File: src/shared/rst_gate_pkg.sv
// Shared constants and types for the reset and clock gating block
package rst_gate_pkg;

    // ------------------------------------------------------------
    // Register map (byte addresses)
    // ------------------------------------------------------------
    localparam logic [7:0] PCG_OFF  = 8'h00;
    localparam logic [7:0] CFG_OFF  = 8'h04;
    localparam logic [7:0] STAT_OFF = 8'h08;

    // ------------------------------------------------------------
    // Bit positions of the gate register
    // ------------------------------------------------------------
    localparam int BIT_TWO_WIRE = 7;
    localparam int BIT_ASYNC_TMR = 6;
    localparam int BIT_BYTE_TMR = 5;
    localparam int BIT_SERIAL1 = 4;
    localparam int BIT_WIDE_TMR = 3;
    localparam int BIT_SPI = 2;
    localparam int BIT_SERIAL0 = 1;
    localparam int BIT_CONVERTER = 0;

    // ------------------------------------------------------------
    // Reset values and encodings
    // ------------------------------------------------------------
    localparam logic [7:0] PCG_RESET = 8'h00;
    localparam logic [2:0] BOD_OFF   = 3'h7;
    localparam int         CKS_LONG  = 3;

    // Status word fields
    localparam int ST_SRC_LSB  = 0;
    localparam int ST_BUSY     = 4;
    localparam int ST_GATE_LSB = 8;

    // Timing
    localparam int CLK_MHZ = 20;
    localparam int CNT_W   = 24;

    // ------------------------------------------------------------
    // Types
    // ------------------------------------------------------------
    typedef struct packed {
        logic [2:0] brownout_level_config;
        logic [3:0] clock_source_select;
        logic [1:0] startup_time_select;
    } cfg_type;

    localparam cfg_type CFG_RESET = '{
        brownout_level_config: 3'h7,
        clock_source_select:   4'h0,
        startup_time_select:   2'h2
    };

    typedef struct packed {
        logic por;
        logic ext;
        logic brownout_detector;
        logic scan;
    } src_type;

    typedef enum logic [1:0] {
        ST_HOLD  = 2'b00,
        ST_COUNT = 2'b01,
        ST_RUN   = 2'b10
    } rst_state_type;

endpackage

File: src/verilog/reset_and_module_clock_gating.sv
// Reset combiner, reset stretcher and peripheral clock gating
`timescale 1ns/1ps

module reset_and_module_clock_gating #(
    parameter int DELAY0_US = 1,
    parameter int DELAY1_US = 100,
    parameter int DELAY2_US = 1000,
    parameter int DELAY3_US = 4000
) (
    input  wire logic        sys_clk_i,
    input  wire logic        reset_n_i,
    // APB slave
    input  wire logic        psel_i,
    input  wire logic        penable_i,
    input  wire logic        pwrite_i,
    input  wire logic [7:0]  paddr_i,
    input  wire logic [31:0] pwdata_i,
    output logic      [31:0] prdata_o,
    output logic             pready_o,
    output logic             pslverr_o,
    // Reset sources (asynchronous)
    input  wire logic        por_low_i,
    input  wire logic        ext_reset_n_i,
    input  wire logic        bod_low_i,
    input  wire logic        scan_reset_i,
    // Same-clock inputs
    input  wire logic        wdt_timeout_i,
    input  wire logic        wdt_enable_i,
    input  wire logic        timer_async_clock_select_i,
    input  wire logic        comparator_bandgap_select_i,
    input  wire logic        converter_enable_i,
    // Outputs
    output logic             io_reset_n_o,
    output logic             internal_reset_n_o,
    output logic             vector_start_o,
    output logic      [7:0]  clk_en_o,
    output logic      [7:0]  reg_access_en_o,
    output logic             comparator_mux_en_o,
    output logic             bandgap_en_o
);

    // ------------------------------------------------------------
    // Delay table, figures in cycles of the system clock
    // ------------------------------------------------------------
    localparam int D0 = (DELAY0_US * rst_gate_pkg::CLK_MHZ < 1) ? 1
                        : DELAY0_US * rst_gate_pkg::CLK_MHZ;
    localparam int D1 = DELAY1_US * rst_gate_pkg::CLK_MHZ;
    localparam int D2 = DELAY2_US * rst_gate_pkg::CLK_MHZ;
    localparam int D3 = DELAY3_US * rst_gate_pkg::CLK_MHZ;

    localparam logic [rst_gate_pkg::CNT_W-1:0] DC0 = D0[rst_gate_pkg::CNT_W-1:0];
    localparam logic [rst_gate_pkg::CNT_W-1:0] DC1 = D1[rst_gate_pkg::CNT_W-1:0];
    localparam logic [rst_gate_pkg::CNT_W-1:0] DC2 = D2[rst_gate_pkg::CNT_W-1:0];
    localparam logic [rst_gate_pkg::CNT_W-1:0] DC3 = D3[rst_gate_pkg::CNT_W-1:0];

    // ------------------------------------------------------------
    // Declarations
    // ------------------------------------------------------------
    logic [7:0]                 pcg_r;
    rst_gate_pkg::cfg_type      cfg_r;
    rst_gate_pkg::src_type      raw_src;
    rst_gate_pkg::src_type      meta_r;
    rst_gate_pkg::src_type      sync_r;
    rst_gate_pkg::rst_state_type state_r;
    logic [rst_gate_pkg::CNT_W-1:0] cnt_r;
    logic [rst_gate_pkg::CNT_W-1:0] delay_sel;
    logic [rst_gate_pkg::CNT_W-1:0] delay_m1;
    logic                       wdt_pulse_r;
    logic                       vec_r;
    logic [31:0]                prdata_r;
    logic                       bod_on;
    logic                       async_src;
    logic                       src_any;
    logic                       stretch;
    logic                       wr_en;
    logic                       mapped;
    logic [7:0]                 gate_stop;
    logic [31:0]                stat_word;

    // ------------------------------------------------------------
    // Source synchronisers
    // ------------------------------------------------------------

    // External pin is active low; flip it so all sources read high
    assign raw_src = '{
        por:  por_low_i,
        ext:  ~ext_reset_n_i,
        brownout_detector:  bod_low_i,
        scan: scan_reset_i
    };

    // Two stages per source before the counter logic looks at it
    genvar g;
    generate
        for (g = 0; g < 4; g++) begin : g_sync
            always_ff @(posedge sys_clk_i or negedge reset_n_i) begin
                if (!reset_n_i) begin
                    meta_r[g] <= 1'b1;
                    sync_r[g] <= 1'b1;
                end else begin
                    meta_r[g] <= raw_src[g];
                    sync_r[g] <= meta_r[g];
                end
            end
        end
    endgenerate

    // ------------------------------------------------------------
    // Watchdog pulse
    // ------------------------------------------------------------

    // Self-clearing, so a held time-out never widens past one cycle
    always_ff @(posedge sys_clk_i or negedge reset_n_i) begin
        if (!reset_n_i) begin
            wdt_pulse_r <= 1'b0;
        end else begin
            wdt_pulse_r <= wdt_timeout_i & wdt_enable_i & ~wdt_pulse_r;
        end
    end

    // ------------------------------------------------------------
    // Source combination
    // ------------------------------------------------------------

    // Brown-out only counts while the level config selects a level
    assign bod_on = (cfg_r.brownout_level_config != rst_gate_pkg::BOD_OFF);

    // Raw path works with the clock stopped; ports use it directly
    assign async_src = ~reset_n_i | por_low_i | ~ext_reset_n_i
                     | (bod_on & bod_low_i) | scan_reset_i;
    assign io_reset_n_o = ~(async_src | wdt_pulse_r);

    // Synchronised view drives the delay counter
    assign src_any = sync_r.por | sync_r.ext | (bod_on & sync_r.brownout_detector)
                   | sync_r.scan | wdt_pulse_r;

    assign stretch = (state_r != rst_gate_pkg::ST_RUN);
    // The watchdog pulse holds internal reset low in its own cycle;
    // the stretcher only takes over from the next edge
    assign internal_reset_n_o = ~(async_src | wdt_pulse_r | stretch);

    // ------------------------------------------------------------
    // Delay selection
    // ------------------------------------------------------------

    // Crystal-type sources get twice the settle time
    always_comb begin
        case (cfg_r.startup_time_select)
            2'h0:    delay_sel = DC0;
            2'h1:    delay_sel = DC1;
            2'h2:    delay_sel = DC2;
            default: delay_sel = DC3;
        endcase
        if (cfg_r.clock_source_select[rst_gate_pkg::CKS_LONG]) begin
            delay_sel = {delay_sel[rst_gate_pkg::CNT_W-2:0], 1'b0};
        end
        delay_m1 = delay_sel - 1'b1;
    end

    // ------------------------------------------------------------
    // Reset stretcher
    // ------------------------------------------------------------

    // Any source parks the machine in HOLD with the count cleared
    always_ff @(posedge sys_clk_i or negedge reset_n_i) begin
        if (!reset_n_i) begin
            state_r <= rst_gate_pkg::ST_HOLD;
            cnt_r   <= '0;
        end else begin
            case (state_r)
                rst_gate_pkg::ST_HOLD: begin
                    cnt_r <= '0;
                    if (!src_any) begin
                        state_r <= rst_gate_pkg::ST_COUNT;
                    end
                end
                rst_gate_pkg::ST_COUNT: begin
                    if (src_any) begin
                        state_r <= rst_gate_pkg::ST_HOLD;
                        cnt_r   <= '0;
                    end else if (cnt_r >= delay_m1) begin
                        state_r <= rst_gate_pkg::ST_RUN;
                        cnt_r   <= '0;
                    end else begin
                        cnt_r <= cnt_r + 1'b1;
                    end
                end
                rst_gate_pkg::ST_RUN: begin
                    cnt_r <= '0;
                    if (src_any) begin
                        state_r <= rst_gate_pkg::ST_HOLD;
                    end
                end
                default: begin
                    state_r <= rst_gate_pkg::ST_HOLD;
                    cnt_r   <= '0;
                end
            endcase
        end
    end

    // Start strobe tells the core to fetch from the reset vector
    always_ff @(posedge sys_clk_i or negedge reset_n_i) begin
        if (!reset_n_i) begin
            vec_r <= 1'b0;
        end else begin
            vec_r <= (state_r == rst_gate_pkg::ST_COUNT) && !src_any
                     && (cnt_r >= delay_m1);
        end
    end
    assign vector_start_o = vec_r;

    // ------------------------------------------------------------
    // APB slave
    // ------------------------------------------------------------

    // Zero wait states; an unmapped access errors in its access phase
    assign mapped = (paddr_i == rst_gate_pkg::PCG_OFF)
                 || (paddr_i == rst_gate_pkg::CFG_OFF)
                 || (paddr_i == rst_gate_pkg::STAT_OFF);
    assign pready_o  = 1'b1;
    assign pslverr_o = psel_i & penable_i & ~mapped;
    assign wr_en     = psel_i & penable_i & pwrite_i;

    // Gate register: forced clear by any internal reset
    always_ff @(posedge sys_clk_i or negedge reset_n_i) begin
        if (!reset_n_i) begin
            pcg_r <= rst_gate_pkg::PCG_RESET;
        end else if (stretch || async_src) begin
            pcg_r <= rst_gate_pkg::PCG_RESET;
        end else if (wr_en && paddr_i == rst_gate_pkg::PCG_OFF) begin
            pcg_r <= pwdata_i[7:0];
        end
    end

    // Config acts like fuses: survives stretched resets
    always_ff @(posedge sys_clk_i or negedge reset_n_i) begin
        if (!reset_n_i) begin
            cfg_r <= rst_gate_pkg::CFG_RESET;
        end else if (wr_en && paddr_i == rst_gate_pkg::CFG_OFF) begin
            cfg_r <= pwdata_i[$bits(rst_gate_pkg::cfg_type)-1:0];
        end
    end

    // Status word shows live sources, stretcher and gates
    always_comb begin
        stat_word = '0;
        stat_word[rst_gate_pkg::ST_SRC_LSB +: 4] = sync_r;
        stat_word[rst_gate_pkg::ST_BUSY] = stretch;
        stat_word[rst_gate_pkg::ST_GATE_LSB +: 8] = gate_stop;
    end

    // Read data is captured in the setup phase
    always_ff @(posedge sys_clk_i or negedge reset_n_i) begin
        if (!reset_n_i) begin
            prdata_r <= '0;
        end else if (psel_i && !penable_i) begin
            case (paddr_i)
                rst_gate_pkg::PCG_OFF:  prdata_r <= {24'h000000, pcg_r};
                rst_gate_pkg::CFG_OFF:  prdata_r <= {23'h000000, cfg_r};
                rst_gate_pkg::STAT_OFF: prdata_r <= stat_word;
                default:                prdata_r <= '0;
            endcase
        end
    end
    assign prdata_o = prdata_r;

    // ------------------------------------------------------------
    // Peripheral gating
    // ------------------------------------------------------------

    // Enables stop the clock and register access only; module state is never touched,
    // so a regated module carries on where it stopped
    always_comb begin
        gate_stop = pcg_r;
        gate_stop[rst_gate_pkg::BIT_ASYNC_TMR] =
            pcg_r[rst_gate_pkg::BIT_ASYNC_TMR]
            & ~timer_async_clock_select_i;
    end
    assign clk_en_o        = ~gate_stop;
    assign reg_access_en_o = ~gate_stop;

    // Comparator loses the shared multiplexer while converter is off
    assign comparator_mux_en_o = ~pcg_r[rst_gate_pkg::BIT_CONVERTER];

    // Reference runs whenever any of its three users wants it
    assign bandgap_en_o = bod_on | comparator_bandgap_select_i
                        | converter_enable_i;
endmodule // reset_and_module_clock_gating

File: config.mk
export PLATFORM = sky130hd
export DESIGN_NAME = reset_and_module_clock_gating
export DESIGN_NICKNAME = d
export VERILOG_FILES = /design/src/shared/rst_gate_pkg.sv /design/src/verilog/reset_and_module_clock_gating.sv
export SDC_FILE = /design/constraint.sdc
export NUM_CORES = 1
export LEC_CHECK = 0
export BUFFER_PORTS_ARGS = -buffer_cell sky130_fd_sc_hd__buf_4
export CAP_MARGIN = 0
export CORE_MARGIN = 1
export CORE_UTILIZATION = 49
export DETAILED_ROUTE_END_ITERATION = 6
export PLACE_DENSITY = 0.77
export SYNTH_ARGS = -nofsm -noshare
export SYNTH_HDL_FRONTEND = slang
export SYNTH_SLANG_ARGS = --single-unit
File: constraint.sdc
create_clock -name sys_clk_i -period 3.75 [get_ports sys_clk_i]
set_clock_uncertainty 0.05 [all_clocks]
set_input_delay 0.1875 -clock sys_clk_i [delete_from_list [all_inputs] [get_ports sys_clk_i]]
set_output_delay 0.1875 -clock sys_clk_i [all_outputs]
set_load 0.02 [all_outputs]
* Word level (Yosys, flattened, before mapping)
Cells that the tools add are included.
Word-level totals: word-level logic and storage cells 88, output and inout bits 55, input bits 54, bits in registers 85
Cells by class: magnitude comparators 1, bitwise operators 29, muxes and demuxes 13, reduce and logical (&&, ||, !) cells 15, $add $sub $neg 2, equality and inequality tests 11
Operators with widths (number):
- two-way mux 24 bit | 3
- case mux 17 bit (3 select lines) | 1
- case mux 16 bit (3 select lines) | 1
- adder 24 x 1 -> 24 bit (second input constant) | 1
- greater-or-equal comparator 24 bit | 1
- subtractor 18 x 1 -> 19 bit (second input constant) | 1
- two-way mux 18 bit | 1
- two-way mux 8 bit | 2
- OR 1 bit | 12
- bitwise AND 1 bit | 8
- equality test 8 x 3 -> 1 bit (second input constant) | 1
- equality test 8 x 4 -> 1 bit (second input constant) | 1
- zero test 8 bit | 1
- two-way mux 2 bit | 4
- inverter 1 bit | 8
- inverter 8 bit | 1
- inequality test 2 bit (second input constant) | 3
- inequality test 3 bit (second input constant) | 2
- case mux 2 bit (3 select lines) | 1
- logical AND 1 bit | 5
- equality test 2 x 1 -> 1 bit (second input constant) | 2
- equality test 2 bit (second input constant) | 2
- zero test 2 bit | 2
- logical OR 1 bit | 3
- other kinds (3) | 4

* Longest topological paths before layout
word-level depth 8, gate-level depth with buffers 17, gate-level depth less buffers 15

* Worst setup path after synthesis
No wires, ideal clock.
path type reg-to-reg, start point reg cfg_r[1] (netlist bit), end point reg cnt_r[9] (netlist bit), slack -0.132 ns, data arrival time 3.711 ns, library setup time 0.120 ns, cell stages (with the launch flop) 17, clock period less this slack 3.882 ns, required time 3.580 ns, buffers on the path 2, cells stage by stage dfstp_2 > inv_1 > ha_1 > clkbuf_1 > nand2_1 > ha_1 > nand2b_4 > a2111o_1 > a21oi_1 > nand3_1 > ha_1 > nand4_1 > nor4_1 > o21ai_1 > o2111ai_4 > buf_8 > nor3_2
On the way: word-level cells in the longest chain between the ends 8, elaborated cells on any way between the ends 10, those cells by class add/sub: 1; order compare: 1; eq/ne: 2; mux: 5; reduce/logical: 1
RTL lines:
- start, declared | line reset_and_module_clock_gating.sv:60 | rst_gate_pkg::cfg_type cfg_r;
- start signal, assigned | line reset_and_module_clock_gating.sv:239 | cfg_r <= rst_gate_pkg::CFG_RESET;
- start signal, assigned | line reset_and_module_clock_gating.sv:241 | cfg_r <= pwdata_i[$bits(rst_gate_pkg::cfg_type)-1:0];
- equality test 2 bit (tied with other cells) | line reset_and_module_clock_gating.sv:148 | case (cfg_r.startup_time_select)
- case mux 17 bit (3 select lines) * | line reset_and_module_clock_gating.sv:148
- two-way mux 18 bit * | line reset_and_module_clock_gating.sv:154 | if (cfg_r.clock_source_select[rst_gate_pkg::CKS_LONG]) begin
- subtractor 18 x 1 -> 19 bit * | line reset_and_module_clock_gating.sv:157 | delay_m1 = delay_sel - 1'b1;
- greater-or-equal comparator 24 bit * | line reset_and_module_clock_gating.sv:181 | end else if (cnt_r >= delay_m1) begin
- two-way mux 24 bit * | line reset_and_module_clock_gating.sv:181
- two-way mux 24 bit * | line reset_and_module_clock_gating.sv:178 | if (src_any) begin
- two-way mux 24 bit * | line reset_and_module_clock_gating.sv:170 | case (state_r)
- end signal, assigned | line reset_and_module_clock_gating.sv:185 | cnt_r <= cnt_r + 1'b1;
- end, declared | line reset_and_module_clock_gating.sv:65 | logic [rst_gate_pkg::CNT_W-1:0] cnt_r;
Every way passes the cells marked *; elsewhere a longest branch is shown, timed or not. A chain may end at the register's enable or synchronous reset.

* Final worst setup path
start point reg cfg_r[1] (netlist bit), end point reg state_r[0]
On the way: word-level cells in the longest chain between the ends 7, elaborated cells on any way between the ends 9, those cells by class add/sub: 1; order compare: 1; eq/ne: 3; mux: 2; reduce/logical: 2
RTL lines:
- equality test 2 bit (tied with other cells) | line reset_and_module_clock_gating.sv:148
- case mux 17 bit (3 select lines) * | line reset_and_module_clock_gating.sv:148
- two-way mux 18 bit * | line reset_and_module_clock_gating.sv:154
- subtractor 18 x 1 -> 19 bit * | line reset_and_module_clock_gating.sv:157
- greater-or-equal comparator 24 bit * | line reset_and_module_clock_gating.sv:181
- inequality test 3 bit (no source line) *
- AND reduction 3 bit (no source line) *
- end signal, assigned | line reset_and_module_clock_gating.sv:167 | state_r <= rst_gate_pkg::ST_HOLD;
- end signal, assigned | line reset_and_module_clock_gating.sv:179 | state_r <= rst_gate_pkg::ST_HOLD;
- end signal, assigned | line reset_and_module_clock_gating.sv:182 | state_r <= rst_gate_pkg::ST_RUN;
- end, declared | line reset_and_module_clock_gating.sv:64 | rst_gate_pkg::rst_state_type state_r;
Marked as above.

==> results by group <==
Run status
  • Outcome: finished clean

Clock network
  • H-tree Lvls: 3
  • Clk_lat worst skew: about 0.34 ns
  • CTS clk-pin slew, worst paths: about 0.080 ns
  • Num CTS Buffers: 9
  • Deepest clock path buffer count: 2
  • CTS root buffer: clkbuf_8
  • CTS tree: yes
  • TritonCTS Sinks: 69

Finish
  • N_diodes: 0
  • P&R area growth vs syn: 21.6%
  • Net count, final: around 600
  • Share of layout cells above drive strength 1: between 30% and 40%

Worst setup path
  • CP peak stage delay: ~0.53 ns
  • Most numerous cell on the critical path: ha_4
  • Crit path buffers/inverters: 2
  • Slowest cell on the critical path: dfstp_2
  • Crit path kind: reg2reg
  • Crit path required time: 3.91 ns
  • Top delay family on crit path: compound AO/OA/AOI/OAI gates
  • Worst-path maximum fanout: 8
  • Crit path DAT: between 3 and 4 ns
  • Worst-path cell chain: inv_1 > ha_2 > nand2_2 > ha_4 > nand2b_4 > a2111o_1 > a21oi_4 > nand3_4 > ha_4 > nand4_1 > nor4_2 > o21ai_2 > o2111ai_4 > buf_6 > a211oi_1
  • Element type at the critical path start: register
  • CP endpoint kind: register

Synthesis
  • Synth Instances: approximately 440
  • Synthesized area: approximately 0.0044 mm²
  • Syn. warnings: 0
  • Sequential fraction of the synthesis area: between 30% and 40%
  • Syn_area_per_cell: between 9 and 10 µm²
  • EDFF count, synth: 0
  • Seq cells post-synth: 69
  • Dominant synthesized flop cell: dfrtp_1
  • Synth area leaders: dfrtp_1 32%, ha_1 8.5%, dfstp_2 7.1%, nor3_2 4.5%, buf_4 4.4%
  • Top-area cell type share of the netlist area: 32.3%
  • Post-synthesis cell type count: 55
  • Ys async rst share: 100%
  • Yosys top cell by area: dfrtp_1

Timing
  • Worst Slack Setup Final: about 0.086 ns
  • Minimum clock period: around 3.7 ns
  • Slew headroom: approximately 42%
  • Hold Violations, Final: 0
  • Setup Total Neg Slack: 0 ns
  • Max Freq: approximately 270 MHz
  • # setup viols final: 0
  • Final Cycle Share: a little over nine tenths
  • Slew Viols, Final: 0
  • Slew @ Worst Pin: just under 0.9 ns

Drt
  • Routed WL: 9910 µm
  • DR DRC count: 0
  • Iter 0 DRT Violations: 210
  • First-pass detailed-route iteration total: 4
  • ANT nets after route: 0
  • DR vias/cell: roughly 5.6
  • Wirelength per Cell: about 16 µm
  • Vias: around 3500

Pwr
  • Internal Power: 0.00127 W
  • Combinational power share: approximately a tenth
  • Cell Pwr Density: around 310 mW/mm²
  • Clock power frac: roughly 45%
  • Sw Share: about a quarter
  • Psw: between 0.0004 and 0.0005 W
  • Peak supply drop: ~0.00031 V
  • Leak Pwr: ~2.4 nW
  • Sequential share of power: between 40% and 50%

Floorplanning
  • Row count: 34
  • Top Ports: about 110
  • Die Area: 0.00940 mm²
  • Initial Util: between 50% and 60%
  • Die height: about 97 µm
  • Core area: 0.00872 mm²
  • Die width: roughly 97 µm

Global routing
  • Total gr overflow: 0
  • Initial antenna violation count: 0
  • Vias in the first global route: around 3400
  • Aggregate global-route resource usage: about a fifth
  • First-pass GRT wire length: about 16000 µm
  • Largest net degree at the start of global routing: 70

Placed design
  • GP Congestion: slightly above 0.8
  • Pre-CTS setup slack: -0.0808 ns
  • Port bufs: 68
  • HPWL Detailed: between 6000 and 7000 µm

Worst hold path
  • Type of the most critical hold path: in2async

Run
  • Max Cap Violations: 0
==> per-stage QoR <==
stage               utilization (%)  power, W  cell area [µm²]  hold WS, ns  instances
floorplan                         -  0.000860             4480       -0.158        458
global placement               56.3  0.000900             4910        0.255        598
detailed placement             56.3  0.000905             4910        0.256        598
CTS                            60.1   0.00167             5240      0.00399        620
global route                   61.6   0.00173             5370       0.0214        625
finish                         61.6   0.00168             5370       0.0114        625
==> final timing paths <==
kind                               startpoint      endpoint  slack, ns  cells after the start
worst max register to register       cfg_r[1]    state_r[0]       0.09                     15
min in group sys_clk_i          wdt_timeout_i   wdt_pulse_r       0.02                      3
worst min register to register      meta_r[3]  stat_word[3]       0.31                      0
worst max-delay path                 cfg_r[1]    state_r[0]       0.09                     15
max in group asynchronous           reset_n_i      cfg_r[3]       3.06                      2
worst min-delay path                reset_n_i     cnt_r[18]       0.01                      2
==> Yosys cell counts, drive strengths merged (2+ instances only) <==
master,n
and4,6
clkbuf,10
a21oi,28
a22o,6
mux2i,19
nand3,10
nand2,37
buf,37
a211oi,5
a21o,5
nand4,9
inv,15
o31ai,5
nor4,3
nor3,30
conb,2
dfstp,12
and3,4
and2,2
nand2b,6
a22oi,2
nor2b,4
mux2,9
or3,2
nor2,35
dfrtp,57
xor2,20
xnor2,6
ha,30
o21ai,15
==> flip-flops by register name, indices dropped and copies added (netlist names) <==
signal and flops:
vector_start_o 1, meta_r 4, stat_word 4, cfg_r 9, pcg_r 8, prdata_o 16, state_r 2, cnt_r 24
wdt_pulse_r 1
==> final cells by class <==
cell class / count / area, µm²
well taps: 108 / 135
clock buffers: 9 / 124
clock inverters: 7 / 128
multi-input cells: 327 / 2460
repair buffers: 90 / 726
fillers: 698 / 3350
inverters: 15 / 56.3
flip-flops and latches: 69 / 1740
==> power groups by stage <==
stage / combinational (W) / sequential, W / clock [W]
3_3_place_gp: 0.000128 / 0.000773 / 0
4_1_cts: 0.000143 / 0.000759 / 0.000773
3_5_place_dp: 0.000131 / 0.000773 / 0
5_1_grt: 0.000174 / 0.000760 / 0.000801
2_1_floorplan: 0.0000874 / 0.000772 / 0
6_report: 0.000159 / 0.000759 / 0.000762
==> what timing repair did <==
action                                  in CTS  in global routing
hold buffers                                 5                  0
resized for setup                            3                 10
gates cloned                                 0                  2
setup buffers                                1                  3
pin swaps                                    1                  6
hold endpoints to repair                     5                  0
endpoints found under the setup margin      26                 27
==> logic make-up after synthesis <==
family          Yosys count  synth area share, %
compound gates           73                 11.4
simple gates            153                 20.2
xor+xnor                 26                 5.16
mux                      28                 6.60
flops                    69                 39.4
other cells               2                0.170
buf+inv                  62                 8.50
fa+ha+maj                30                 8.50
==> cells in the final DEF (no fill, tap or decap), types with 3 or more instances in the layout <==
master | synthesis | layout
conb_1 | 2 | 17
and4_1 | 5 | 5
dfrtp_1 | 57 | 57
dlygate4sd3_1 | 0 | 5
ha_4 | 0 | 5
nand4_1 | 9 | 9
nor2_1 | 34 | 34
bufinv_16 | 0 | 3
xnor2_1 | 6 | 6
nand3_1 | 10 | 9
a21o_1 | 5 | 5
a211oi_1 | 4 | 4
clkbuf_8 | 0 | 9
and3_1 | 4 | 4
nor2b_1 | 4 | 4
inv_1 | 15 | 15
dfstp_2 | 12 | 12
nor3_2 | 20 | 20
ha_1 | 30 | 24
mux2i_1 | 19 | 19
o21ai_0 | 13 | 13
nand2_1 | 37 | 35
nor3_1 | 9 | 9
xor2_1 | 20 | 20
buf_4 | 26 | 81
inv_6 | 0 | 3
o31ai_1 | 5 | 5
mux2_2 | 9 | 9
nand2b_1 | 5 | 5
a22o_1 | 6 | 6
a21oi_1 | 27 | 26
==> metal layers <==
layer | part of all wire [%] | track usage (%) | up-vias
met5 | 0 | 0 | -
met3 | 4.1 | 2.53 | 21
met1 | 44 | 28.1 | 1688
li1 | - | - | 1657
met4 | 2.3 | 8.38 | 0
met2 | 50 | 34.2 | 112
Note: power is estimated with default switching activity, not from simulation.
